[src/bsr_pkg.sv]
package bsr_pkg;

  // ----------------------------------------------------------------
  // Sizes
  // ----------------------------------------------------------------
  localparam int CELLS = 14;
  localparam int WORD_W = 16;
  localparam int ADDR_W = 8;
  localparam int RESULT_WORDS = 17;
  localparam int IDX_W = 5;

  // ----------------------------------------------------------------
  // Register offsets
  // ----------------------------------------------------------------
  localparam logic [7:0] ADDR_UV_STATUS = 8'h82;
  localparam logic [7:0] ADDR_DATA_CTRL = 8'h83;

  // ----------------------------------------------------------------
  // Field positions
  // ----------------------------------------------------------------
  localparam int STATE_MSB = 15;
  localparam int STATE_LSB = 14;
  localparam int READY_BIT = 13;
  localparam int STROBE_BIT = 0;

  // ----------------------------------------------------------------
  // Reset values
  // ----------------------------------------------------------------
  localparam logic [15:0] UV_STATUS_RST = 16'h0000;
  localparam logic [15:0] DATA_CTRL_RST = 16'h0000;
  localparam logic [15:0] RDATA_RST = 16'h0000;

  // ----------------------------------------------------------------
  // Codes
  // ----------------------------------------------------------------
  localparam logic [1:0] CODE_DISABLED = 2'h0;
  localparam logic [1:0] CODE_ACTIVE = 2'h1;
  localparam logic [1:0] CODE_DONE = 2'h2;
  localparam logic [1:0] CODE_HALTED = 2'h3;
  localparam logic [2:0] MODE_DISABLED = 3'h0;
  localparam logic [2:0] MODE_MANUAL = 3'h1;
  localparam logic [1:0] MEAS_CHECK = 2'h3;

  typedef enum logic [3:0] {
    BSR_IDLE = 4'h1,
    BSR_ACTIVE = 4'h2,
    BSR_DONE = 4'h4,
    BSR_HALTED = 4'h8
  } bsr_state_t;

  // ----------------------------------------------------------------
  // Carriers
  // ----------------------------------------------------------------
  typedef struct packed {
    logic start;
    logic mode_off_write;
    logic done_normal;
    logic thermal_alert;
    logic timeout_alert;
    logic calibration_alert;
  } bsr_engine_t;

  typedef struct packed {
    logic [CELLS-1:0] switch_enable;
    logic [CELLS-1:0] measure_enable;
    logic [CELLS-1:0] polarity_select;
    logic [CELLS-1:0] balancing;
  } bsr_cell_cfg_t;

  typedef struct packed {
    logic valid;
    logic [CELLS-1:0] below;
  } bsr_uv_check_t;

endpackage

[src/bsr_top.sv]
// The strobed register port was decided locally.
`timescale 1ns/1ps

// Contract
// - Bits 15:14 of both registers mirror balancing state; 00 disabled, 01 running.
// - Mirror shows 10 after normal finish by threshold or expiration.
// - Mirror shows 11 after thermal, timeout or calibration halt.
// - Bits 13:0 hold per-cell undervoltage exit; set bit stops that cell.
// - Undervoltage bits clear only on mode disable or new balancing start.
// - Unsupported cells end balancing immediately with their undervoltage bit set; here only while measure enable is 11.
// - Bit 13 of data register mirrors data-ready after results land.
// - All result words and min, max, total update in one transfer.
// - Writing 0 clears data-ready; writing 1 leaves it unchanged.
// - Data-ready mirror equals the scan configuration data-ready bit.
// - Strobe bit 0 copies filter outputs to data registers, then sets ready.
// - Transfer strobe self-clears and always reads back as 0.
// - Strobe ignored in manual or disabled mode or measure enable 0x.
// - Measure enable 0x off, 10 measure only, 11 measure and check.

module bsr_top #(
  parameter int CELLS = 14,
  parameter int WORDS = 17
) (
  // Clock and reset
  input wire logic i_clk,
  input wire logic i_rstn,
  // Register port
  input wire logic [bsr_pkg::ADDR_W-1:0] i_addr,
  input wire logic [bsr_pkg::WORD_W-1:0] i_wdata,
  input wire logic i_we,
  input wire logic i_re,
  output logic [bsr_pkg::WORD_W-1:0] o_rdata,
  // Balancing engine and configuration
  input wire bsr_pkg::bsr_engine_t i_engine,
  input wire logic [2:0] i_balance_mode_field,
  input wire logic [1:0] i_balance_measure_enable,
  input wire bsr_pkg::bsr_cell_cfg_t i_cell_cfg,
  input wire bsr_pkg::bsr_uv_check_t i_uv_check,
  output logic [CELLS-1:0] o_cell_stop,
  output logic [1:0] o_balance_state,
  // Scan configuration data-ready shared flag
  input wire logic i_scan_ready_write,
  input wire logic i_scan_ready_wdata,
  input wire logic i_scan_load,
  input wire logic [WORDS*bsr_pkg::WORD_W-1:0] i_scan_results,
  output logic o_results_ready_flag,
  // Filter outputs and result readout
  input wire logic [WORDS*bsr_pkg::WORD_W-1:0] i_filter_results,
  input wire logic i_result_rd,
  input wire logic [bsr_pkg::IDX_W-1:0] i_result_idx,
  output logic [bsr_pkg::WORD_W-1:0] o_result_data
);

  // ----------------------------------------------------------------
  // Elaboration checks
  // ----------------------------------------------------------------
  generate
    if (CELLS != bsr_pkg::CELLS) begin : g_chk_cells
      $error("bsr_top: cell count must match the 14-bit status field.");
    end
    if (WORDS != bsr_pkg::RESULT_WORDS) begin : g_chk_words
      $error("bsr_top: result word count must match the package.");
    end
    if (bsr_pkg::WORD_W != 16) begin : g_chk_word_w
      $error("bsr_top: register words are built as 16-bit fields.");
    end
    if (bsr_pkg::ADDR_W != 8) begin : g_chk_addr_w
      $error("bsr_top: register offsets are 8-bit constants.");
    end
    if (bsr_pkg::STATE_MSB != bsr_pkg::WORD_W - 1) begin : g_chk_state_msb
      $error("bsr_top: state mirror must sit in the top two bits.");
    end
    if (bsr_pkg::STATE_LSB != bsr_pkg::STATE_MSB - 1) begin : g_chk_state_lsb
      $error("bsr_top: state mirror must be two bits wide.");
    end
    if (CELLS != bsr_pkg::STATE_LSB) begin : g_chk_uv_field
      $error("bsr_top: undervoltage bits must fill the field below the state mirror.");
    end
    if (bsr_pkg::READY_BIT != bsr_pkg::STATE_LSB - 1) begin : g_chk_ready
      $error("bsr_top: data-ready bit must sit just below the state mirror.");
    end
    if (bsr_pkg::STROBE_BIT >= bsr_pkg::READY_BIT) begin : g_chk_strobe
      $error("bsr_top: strobe bit must sit below the data-ready bit.");
    end
    if ((1 << bsr_pkg::IDX_W) < WORDS) begin : g_chk_idx
      $error("bsr_top: result index too narrow for the word count.");
    end
    if (bsr_pkg::ADDR_UV_STATUS == bsr_pkg::ADDR_DATA_CTRL) begin : g_chk_addr
      $error("bsr_top: the two register offsets must differ.");
    end
    if (bsr_pkg::MODE_DISABLED == bsr_pkg::MODE_MANUAL) begin : g_chk_mode
      $error("bsr_top: disabled and manual mode codes must differ.");
    end
  endgenerate

  // ----------------------------------------------------------------
  // Register decode
  // ----------------------------------------------------------------
  wire sel_uv = i_addr == bsr_pkg::ADDR_UV_STATUS;
  wire sel_data = i_addr == bsr_pkg::ADDR_DATA_CTRL;
  wire wr_data = i_we && sel_data;
  wire rd_uv = i_re && sel_uv;
  wire rd_data = i_re && sel_data;

  // ----------------------------------------------------------------
  // Write field decode
  // ----------------------------------------------------------------
  // Writes to the status register have no target and are dropped on purpose.
  wire wr_strobe = wr_data && i_wdata[bsr_pkg::STROBE_BIT];
  wire wr_ready_zero = wr_data && !i_wdata[bsr_pkg::READY_BIT];

  // ----------------------------------------------------------------
  // Balancing state mirror
  // ----------------------------------------------------------------
  bsr_pkg::bsr_state_t state;
  bsr_pkg::bsr_state_t next_state;
  logic [1:0] next_code;

  wire halt_event = i_engine.thermal_alert || i_engine.timeout_alert || i_engine.calibration_alert;
  wire start_ok = i_engine.start && (i_balance_mode_field != bsr_pkg::MODE_DISABLED);

  always_comb begin
    next_state = state;
    if (i_engine.mode_off_write) begin
      next_state = bsr_pkg::BSR_IDLE;
    end else begin
      case (state)
        bsr_pkg::BSR_IDLE: begin
          if (start_ok) begin
            next_state = bsr_pkg::BSR_ACTIVE;
          end
        end
        bsr_pkg::BSR_ACTIVE: begin
          // A halt outranks a normal finish seen in the same cycle.
          if (halt_event) begin
            next_state = bsr_pkg::BSR_HALTED;
          end else if (i_engine.done_normal) begin
            next_state = bsr_pkg::BSR_DONE;
          end
        end
        bsr_pkg::BSR_DONE, bsr_pkg::BSR_HALTED: begin
          if (start_ok) begin
            next_state = bsr_pkg::BSR_ACTIVE;
          end
        end
        default: begin
          next_state = bsr_pkg::BSR_IDLE;
        end
      endcase
    end
  end

  always_comb begin
    case (next_state)
      bsr_pkg::BSR_ACTIVE: next_code = bsr_pkg::CODE_ACTIVE;
      bsr_pkg::BSR_DONE: next_code = bsr_pkg::CODE_DONE;
      bsr_pkg::BSR_HALTED: next_code = bsr_pkg::CODE_HALTED;
      default: next_code = bsr_pkg::CODE_DISABLED;
    endcase
  end

  always_ff @(posedge i_clk or negedge i_rstn) begin
    if (!i_rstn) begin
      state <= bsr_pkg::BSR_IDLE;
    end else begin
      state <= next_state;
    end
  end

  // The code is loaded from next_state, so the mirror never lags the state.
  always_ff @(posedge i_clk or negedge i_rstn) begin
    if (!i_rstn) begin
      o_balance_state <= bsr_pkg::CODE_DISABLED;
    end else begin
      o_balance_state <= next_code;
    end
  end

  // ----------------------------------------------------------------
  // Per-cell undervoltage exit bits
  // ----------------------------------------------------------------
  // Checking runs only while balancing is active with measure enable 11;
  // with 10 measurements run but no cell is ever stopped by threshold.
  wire check_on = (state == bsr_pkg::BSR_ACTIVE) &&
                  (i_balance_measure_enable == bsr_pkg::MEAS_CHECK);
  wire uv_clear = i_engine.start || i_engine.mode_off_write;
  logic [CELLS-1:0] uv_bits;
  logic [CELLS-1:0] next_uv_bits;

  generate
    for (genvar n = 0; n < CELLS; n++) begin : g_cell
      // A cell that is not switchable, not measured or not unipolar cannot be checked.
      wire no_switch = !i_cell_cfg.switch_enable[n];
      wire no_measure = !i_cell_cfg.measure_enable[n];
      wire bipolar = i_cell_cfg.polarity_select[n];
      wire unsupported = no_switch || no_measure || bipolar;
      wire below = i_uv_check.valid && i_uv_check.below[n];
      wire set_bit = check_on && i_cell_cfg.balancing[n] && (below || unsupported);
      // Set wins over a clear arriving in the same cycle.
      assign next_uv_bits[n] = set_bit ? 1'b1 : (uv_clear ? 1'b0 : uv_bits[n]);
    end
  endgenerate

  always_ff @(posedge i_clk or negedge i_rstn) begin
    if (!i_rstn) begin
      uv_bits <= bsr_pkg::UV_STATUS_RST[CELLS-1:0];
    end else begin
      uv_bits <= next_uv_bits;
    end
  end

  // A separate copy keeps the stop lines a plain flop output.
  always_ff @(posedge i_clk or negedge i_rstn) begin
    if (!i_rstn) begin
      o_cell_stop <= '0;
    end else begin
      o_cell_stop <= next_uv_bits;
    end
  end

  // ----------------------------------------------------------------
  // Transfer strobe and result snapshot
  // ----------------------------------------------------------------
  wire mode_auto = (i_balance_mode_field != bsr_pkg::MODE_DISABLED) &&
                   (i_balance_mode_field != bsr_pkg::MODE_MANUAL);
  wire meas_on = i_balance_measure_enable[1];
  wire strobe_go = wr_strobe && mode_auto && meas_on;
  // The filter path wins if a scan load lands in the same cycle; the scan
  // engine's result is then dropped, which keeps the copy a single event.
  wire snap_load = strobe_go || i_scan_load;
  wire [WORDS*bsr_pkg::WORD_W-1:0] snap_src = strobe_go ? i_filter_results : i_scan_results;
  wire snap_done;

  bsr_snapshot #(
    .WORDS(WORDS),
    .W(bsr_pkg::WORD_W),
    .IDX_W(bsr_pkg::IDX_W)
  ) u_snapshot (
    .i_clk(i_clk),
    .i_rstn(i_rstn),
    .i_load(snap_load),
    .i_data(snap_src),
    .i_rd(i_result_rd),
    .i_rd_idx(i_result_idx),
    .o_rd_data(o_result_data),
    .o_load_done(snap_done)
  );

  // ----------------------------------------------------------------
  // Shared data-ready flag
  // ----------------------------------------------------------------
  wire scan_ready_clear = i_scan_ready_write && !i_scan_ready_wdata;
  wire ready_clear = wr_ready_zero || scan_ready_clear;
  wire next_ready = snap_done ? 1'b1 : (ready_clear ? 1'b0 : o_results_ready_flag);

  always_ff @(posedge i_clk or negedge i_rstn) begin
    if (!i_rstn) begin
      o_results_ready_flag <= bsr_pkg::DATA_CTRL_RST[bsr_pkg::READY_BIT];
    end else begin
      o_results_ready_flag <= next_ready;
    end
  end

  // ----------------------------------------------------------------
  // Read mux
  // ----------------------------------------------------------------
  wire [15:0] uv_word = {o_balance_state, uv_bits};
  // Strobe and unused bits are constant zero, so nothing can be stored there.
  wire [15:0] data_word = {o_balance_state, o_results_ready_flag, 13'h0000};
  wire [15:0] next_rdata = rd_uv ? uv_word :
                           rd_data ? data_word : bsr_pkg::RDATA_RST;

  always_ff @(posedge i_clk or negedge i_rstn) begin
    if (!i_rstn) begin
      o_rdata <= bsr_pkg::RDATA_RST;
    end else begin
      o_rdata <= next_rdata;
    end
  end

endmodule

[src/bsr_snapshot.sv]
`timescale 1ns/1ps

module bsr_snapshot #(
  parameter int WORDS = 17,
  parameter int W = 16,
  parameter int IDX_W = 5
) (
  // Clock and reset
  input wire logic i_clk,
  input wire logic i_rstn,
  // Load side
  input wire logic i_load,
  input wire logic [WORDS*W-1:0] i_data,
  // Read side
  input wire logic i_rd,
  input wire logic [IDX_W-1:0] i_rd_idx,
  output logic [W-1:0] o_rd_data,
  output logic o_load_done
);

  // ----------------------------------------------------------------
  // Storage
  // ----------------------------------------------------------------
  // Every word loads on the same edge, so a reader never sees a mix of
  // old and new results.
  logic [W-1:0] mem [WORDS];

  generate
    if ((1 << IDX_W) < WORDS) begin : g_chk
      $error("bsr_snapshot: index too narrow for word count.");
    end
    for (genvar g = 0; g < WORDS; g++) begin : g_word
      always_ff @(posedge i_clk or negedge i_rstn) begin
        if (!i_rstn) begin
          mem[g] <= '0;
        end else if (i_load) begin
          mem[g] <= i_data[g*W +: W];
        end
      end
    end
  endgenerate

  // ----------------------------------------------------------------
  // Registered read
  // ----------------------------------------------------------------
  wire idx_ok = 32'(i_rd_idx) < WORDS;

  always_ff @(posedge i_clk or negedge i_rstn) begin
    if (!i_rstn) begin
      o_rd_data <= '0;
      o_load_done <= 1'b0;
    end else begin
      o_rd_data <= (i_rd && idx_ok) ? mem[i_rd_idx] : '0;
      o_load_done <= i_load;
    end
  end

endmodule

[config.mk]
export PLATFORM = sky130hd
export DESIGN_NAME = bsr_top
export DESIGN_NICKNAME = d
export VERILOG_FILES = /design/src/bsr_pkg.sv /design/src/bsr_top.sv /design/src/bsr_snapshot.sv
export SDC_FILE = /design/constraint.sdc
export NUM_CORES = 1
export LEC_CHECK = 0
export BUFFER_PORTS_ARGS = -buffer_cell sky130_fd_sc_hd__buf_2
export CAP_MARGIN = 20
export CORE_AREA = 10 10 270 272
export CTS_BUF_LIST = sky130_fd_sc_hd__clkbuf_4 sky130_fd_sc_hd__clkbuf_8
export DETAILED_ROUTE_END_ITERATION = 10
export DIE_AREA = 0 0 280 282
export SYNTH_ARGS = -nofsm -noshare
export SYNTH_HDL_FRONTEND = slang
export SYNTH_SLANG_ARGS = --single-unit
[constraint.sdc]
create_clock -name i_clk -period 3.4 [get_ports i_clk]
set_input_delay 0.51 -clock i_clk [delete_from_list [all_inputs] [get_ports i_clk]]
set_output_delay 0.51 -clock i_clk [all_outputs]
set_load 0.005 [all_outputs]
==> reports/summary.json <==
{
  "outcome": "complete, no violations",
  "gr-usage-met1_pct": 21.5,
  "clock_tree.htree_level_count": 3,
  "timing.critical_path.fanout_max": 11,
  "drc": 0,
  "ys_seq_area_share_pct": 49.1,
  "number_of_synthesized_flops_with_an_enable_pin": 0,
  "grt_usage_pct": 18.2,
  "gp_congestion": 0.852,
  "io_pins": 712,
  "design.die.area_um2": 79000,
  "netlist_area_um2": 16600,
  "clk_transition_reported_paths_ns": 0.06,
  "min-delay-path-class": "input port to flip-flop",
  "cts.path.max_buffers": 3,
  "synth-async-reset-ratio_pct": 100,
  "timing.max_slew.rel_slack_pct": 35.0,
  "per_cell_via_count_in_the_routed_design": 4.61,
  "cpMaxStageDelayCell": "sky130_fd_sc_hd__and2_1",
  "grt_setup_unrepaired": "false",
  "number_of_global_route_vias_before_repair": 15400,
  "yosys_warnings": 0,
  "grt.met3_usage_pct": 5.83,
  "max_freq_ghz": 0.535,
  "drt-pass1-iter-count": 4,
  "coreArea_um2": 67700,
  "clkLatencyLatePin_ns": 0.64,
  "final_layout_size_suffix_gt1_share_pct": 39.3,
  "yosys_register_bits": 326,
  "cts_tree": "yes",
  "static_leak_nw": 11.5,
  "fin_worst_skew_ns": 0.0366,
  "start_util_pct": 24.6,
  "critical_path.startpoint_type": "input port",
  "synth_cell_type_count": 37,
  "timing.setup.tns_ns": 0,
  "mostFrequentLayoutCell": "sky130_fd_sc_hd__buf_2",
  "timing_worst_slew_pin_value_ns": 0.975,
  "p_total_w": 0.0106,
  "grt_first_pass_wirelength_um": 105000,
  "timing.setup.critical_path_class": "input port to flip-flop",
  "port-buffer-count": 697,
  "clk_root_buffer_cell": "sky130_fd_sc_hd__clkbuf_8",
  "mappedNetlistNets": 2212,
  "area_growth_pct": 36.0,
  "avgSynthCellArea_um2": 10.7,
  "rr_worst_depth": 3,
  "largest_net_degree_at_the_start_of_global_routing": 189,
  "r2r_start": "state[2]",
  "layout.cells.most_common_list": "693 x sky130_fd_sc_hd__buf_2, 353 x sky130_fd_sc_hd__mux2i_1, 325 x sky130_fd_sc_hd__dfrtp_1",
  "finalWirelength_um": 74600,
  "crit_path_max_incr_delay_ns": 0.56,
  "crit_path_cell_trace": "buf_2 -> and2_1 -> buf_4 -> a22oi_1 -> a32oi_1 -> o21ai_0",
  "drt.antenna.violating_nets": 0,
  "maxSlewViolCount": 0,
  "dp_hpwl_um": 59100,
  "dr_total_vias": 14600,
  "numClockSinks": 326,
  "cts_made_buffers": 66,
  "timing.final.setup_violations": 0,
  "hold_path_depth": 3,
  "initial_antenna_violation_count": 21,
  "synth_flop_cell": "sky130_fd_sc_hd__dfrtp_1",
  "worstReg2RegEnd": "o_cell_stop[12]",
  "die_outline_height_um": 282,
  "initialDrtViolationCount": 673,
  "wl_per_cell_um": 23.5,
  "worst_hold_startpoint": "i_filter_results[249]",
  "groute.layer.met2.usage_pct": 30.5,
  "cts_setup_buffers": 0,
  "min_period_over_period_pct": 54.9,
  "maxCapViolCount": 0,
  "cp.arrival_ns": 2.34,
  "hold_path_end": "u_snapshot.mem[25]",
  "rrSetupSlack_ns": 1.54,
  "grt.busiest_layer": "met2",
  "post_syn_instances": 1549,
  "ir_worst_vdd_mv": 0.388,
  "layout.nets": 2896,
  "row_count": 96,
  "worst-endpoint-required_ns": 3.87,
  "critPathCaptureType": "flip-flop",
  "power_per_cell_area_nw_per_um2": 467,
  "finalCriticalPeriod_ns": 1.87,
  "global_route.overflow_total": 0,
  "die_w_um": 280,
  "final_hold_viol_count": 0
}
per-layer routing:
| metal | vias to the layer above | wire (µm) |
|---|---|---|
| li1 | 7001 | - |
| met1 | 6991 | 30200 |
| met2 | 500 | 36500 |
| met3 | 115 | 5700 |
| met4 | 14 | 2180 |
| met5 | - | 84 |
cells by family after synthesis:
family                    after synthesis  share of synthesized area [%]
muxes                                 385                           25.6
and+or+nand+nor                       348                           9.32
buffers and inverters                 125                           3.63
DFF                                   326                           49.1
AOI/OAI and AO/OA                     364                           12.4
xor gates and xnor gates                1                         0.0527
worst max-delay path: cells and delay by family:
kind                   cells  cell delay, ns
buffers and inverters      2            0.50
and+or+nand+nor            1            0.56
AOI/OAI and AO/OA          3            0.75
sequential cells by signal, summed over array words and instances, names as in the netlist:
| name | count |
|---|---|
| o_results_ready_flag | 1 |
| u_snapshot.o_rd_data | 16 |
| o_cell_stop | 14 |
| o_balance_state | 2 |
| u_snapshot.mem | 272 |
| state | 4 |
| o_rdata | 16 |
| u_snapshot.o_load_done | 1 |
worst max-delay path by stage:
stage,startpoint,to,cells past startpoint
finish,i_result_idx[2],u_snapshot.o_rd_data[13],6
global route,state[2],o_cell_stop[11],3
global placement,i_result_idx[2],u_snapshot.o_rd_data[7],5
detailed placement,i_result_idx[2],u_snapshot.o_rd_data[13],6
CTS,state[2],o_cell_stop[13],3
floorplan,i_result_idx[0],u_snapshot.o_rd_data[0],5
cell type report:
type / count / area (µm²)
Tap cell: 882 / 1100
Timing Repair Buffer: 739 / 4020
Multi-Input combinational cell: 1098 / 7890
Clock inverter: 17 / 223
Inverter: 2 / 7.51
Clock buffer: 98 / 1190
Sequential cell: 326 / 8160
Fill cell: 7055 / 45100
Antenna cell: 9 / 22.5
cell usage after synthesis, drive strengths merged (2+ instances only):
library cell / instances / area share [%]
nor2: 279 / 6.3
nand4b: 15 / 0.79
inv: 2 / 0.045
a32o: 14 / 0.84
o21ai: 19 / 0.57
and3: 3 / 0.11
a32oi: 17 / 0.90
nand2: 16 / 0.36
and2: 17 / 0.64
mux2i: 353 / 21
nor3b: 2 / 0.15
nor3: 2 / 0.060
a21oi: 277 / 8.3
nor2b: 2 / 0.075
a22oi: 32 / 1.4
mux4: 32 / 4.3
clkbuf: 69 / 1.6
buf: 54 / 2.0
nand3: 3 / 0.090
dfrtp: 325 / 49
o211a: 2 / 0.12
nand2b: 2 / 0.075
nor4b: 3 / 0.43
per-stage QoR:
stage	cells	utilization [%]	setup slack [ns]	area (µm²)	hold slack, ns
2_1_floorplan	1549	-	1.60	16600	0.214
3_3_place_gp	3045	31.2	0.875	21200	0.440
3_5_place_dp	3045	31.2	0.839	21200	0.444
4_1_cts	3161	33.3	1.53	22600	0.0175
5_1_grt	3170	33.4	1.44	22600	0.0544
6_report	3171	33.4	1.53	22600	0.110
repair_timing:
item / CTS / global route
hold endpoints to repair: 72 / 0
resized for setup: 0 / 0
hold buffers: 1 / 0
power by group:
part	leakage (nW)	switching (W)	total (W)	internal [W]
combinational	6.80	0.000792	0.00160	0.000812
clock	0.745	0.00189	0.00446	0.00257
sequential	3.91	0.000271	0.00451	0.00423
Power figures use the tool's default switching activity.
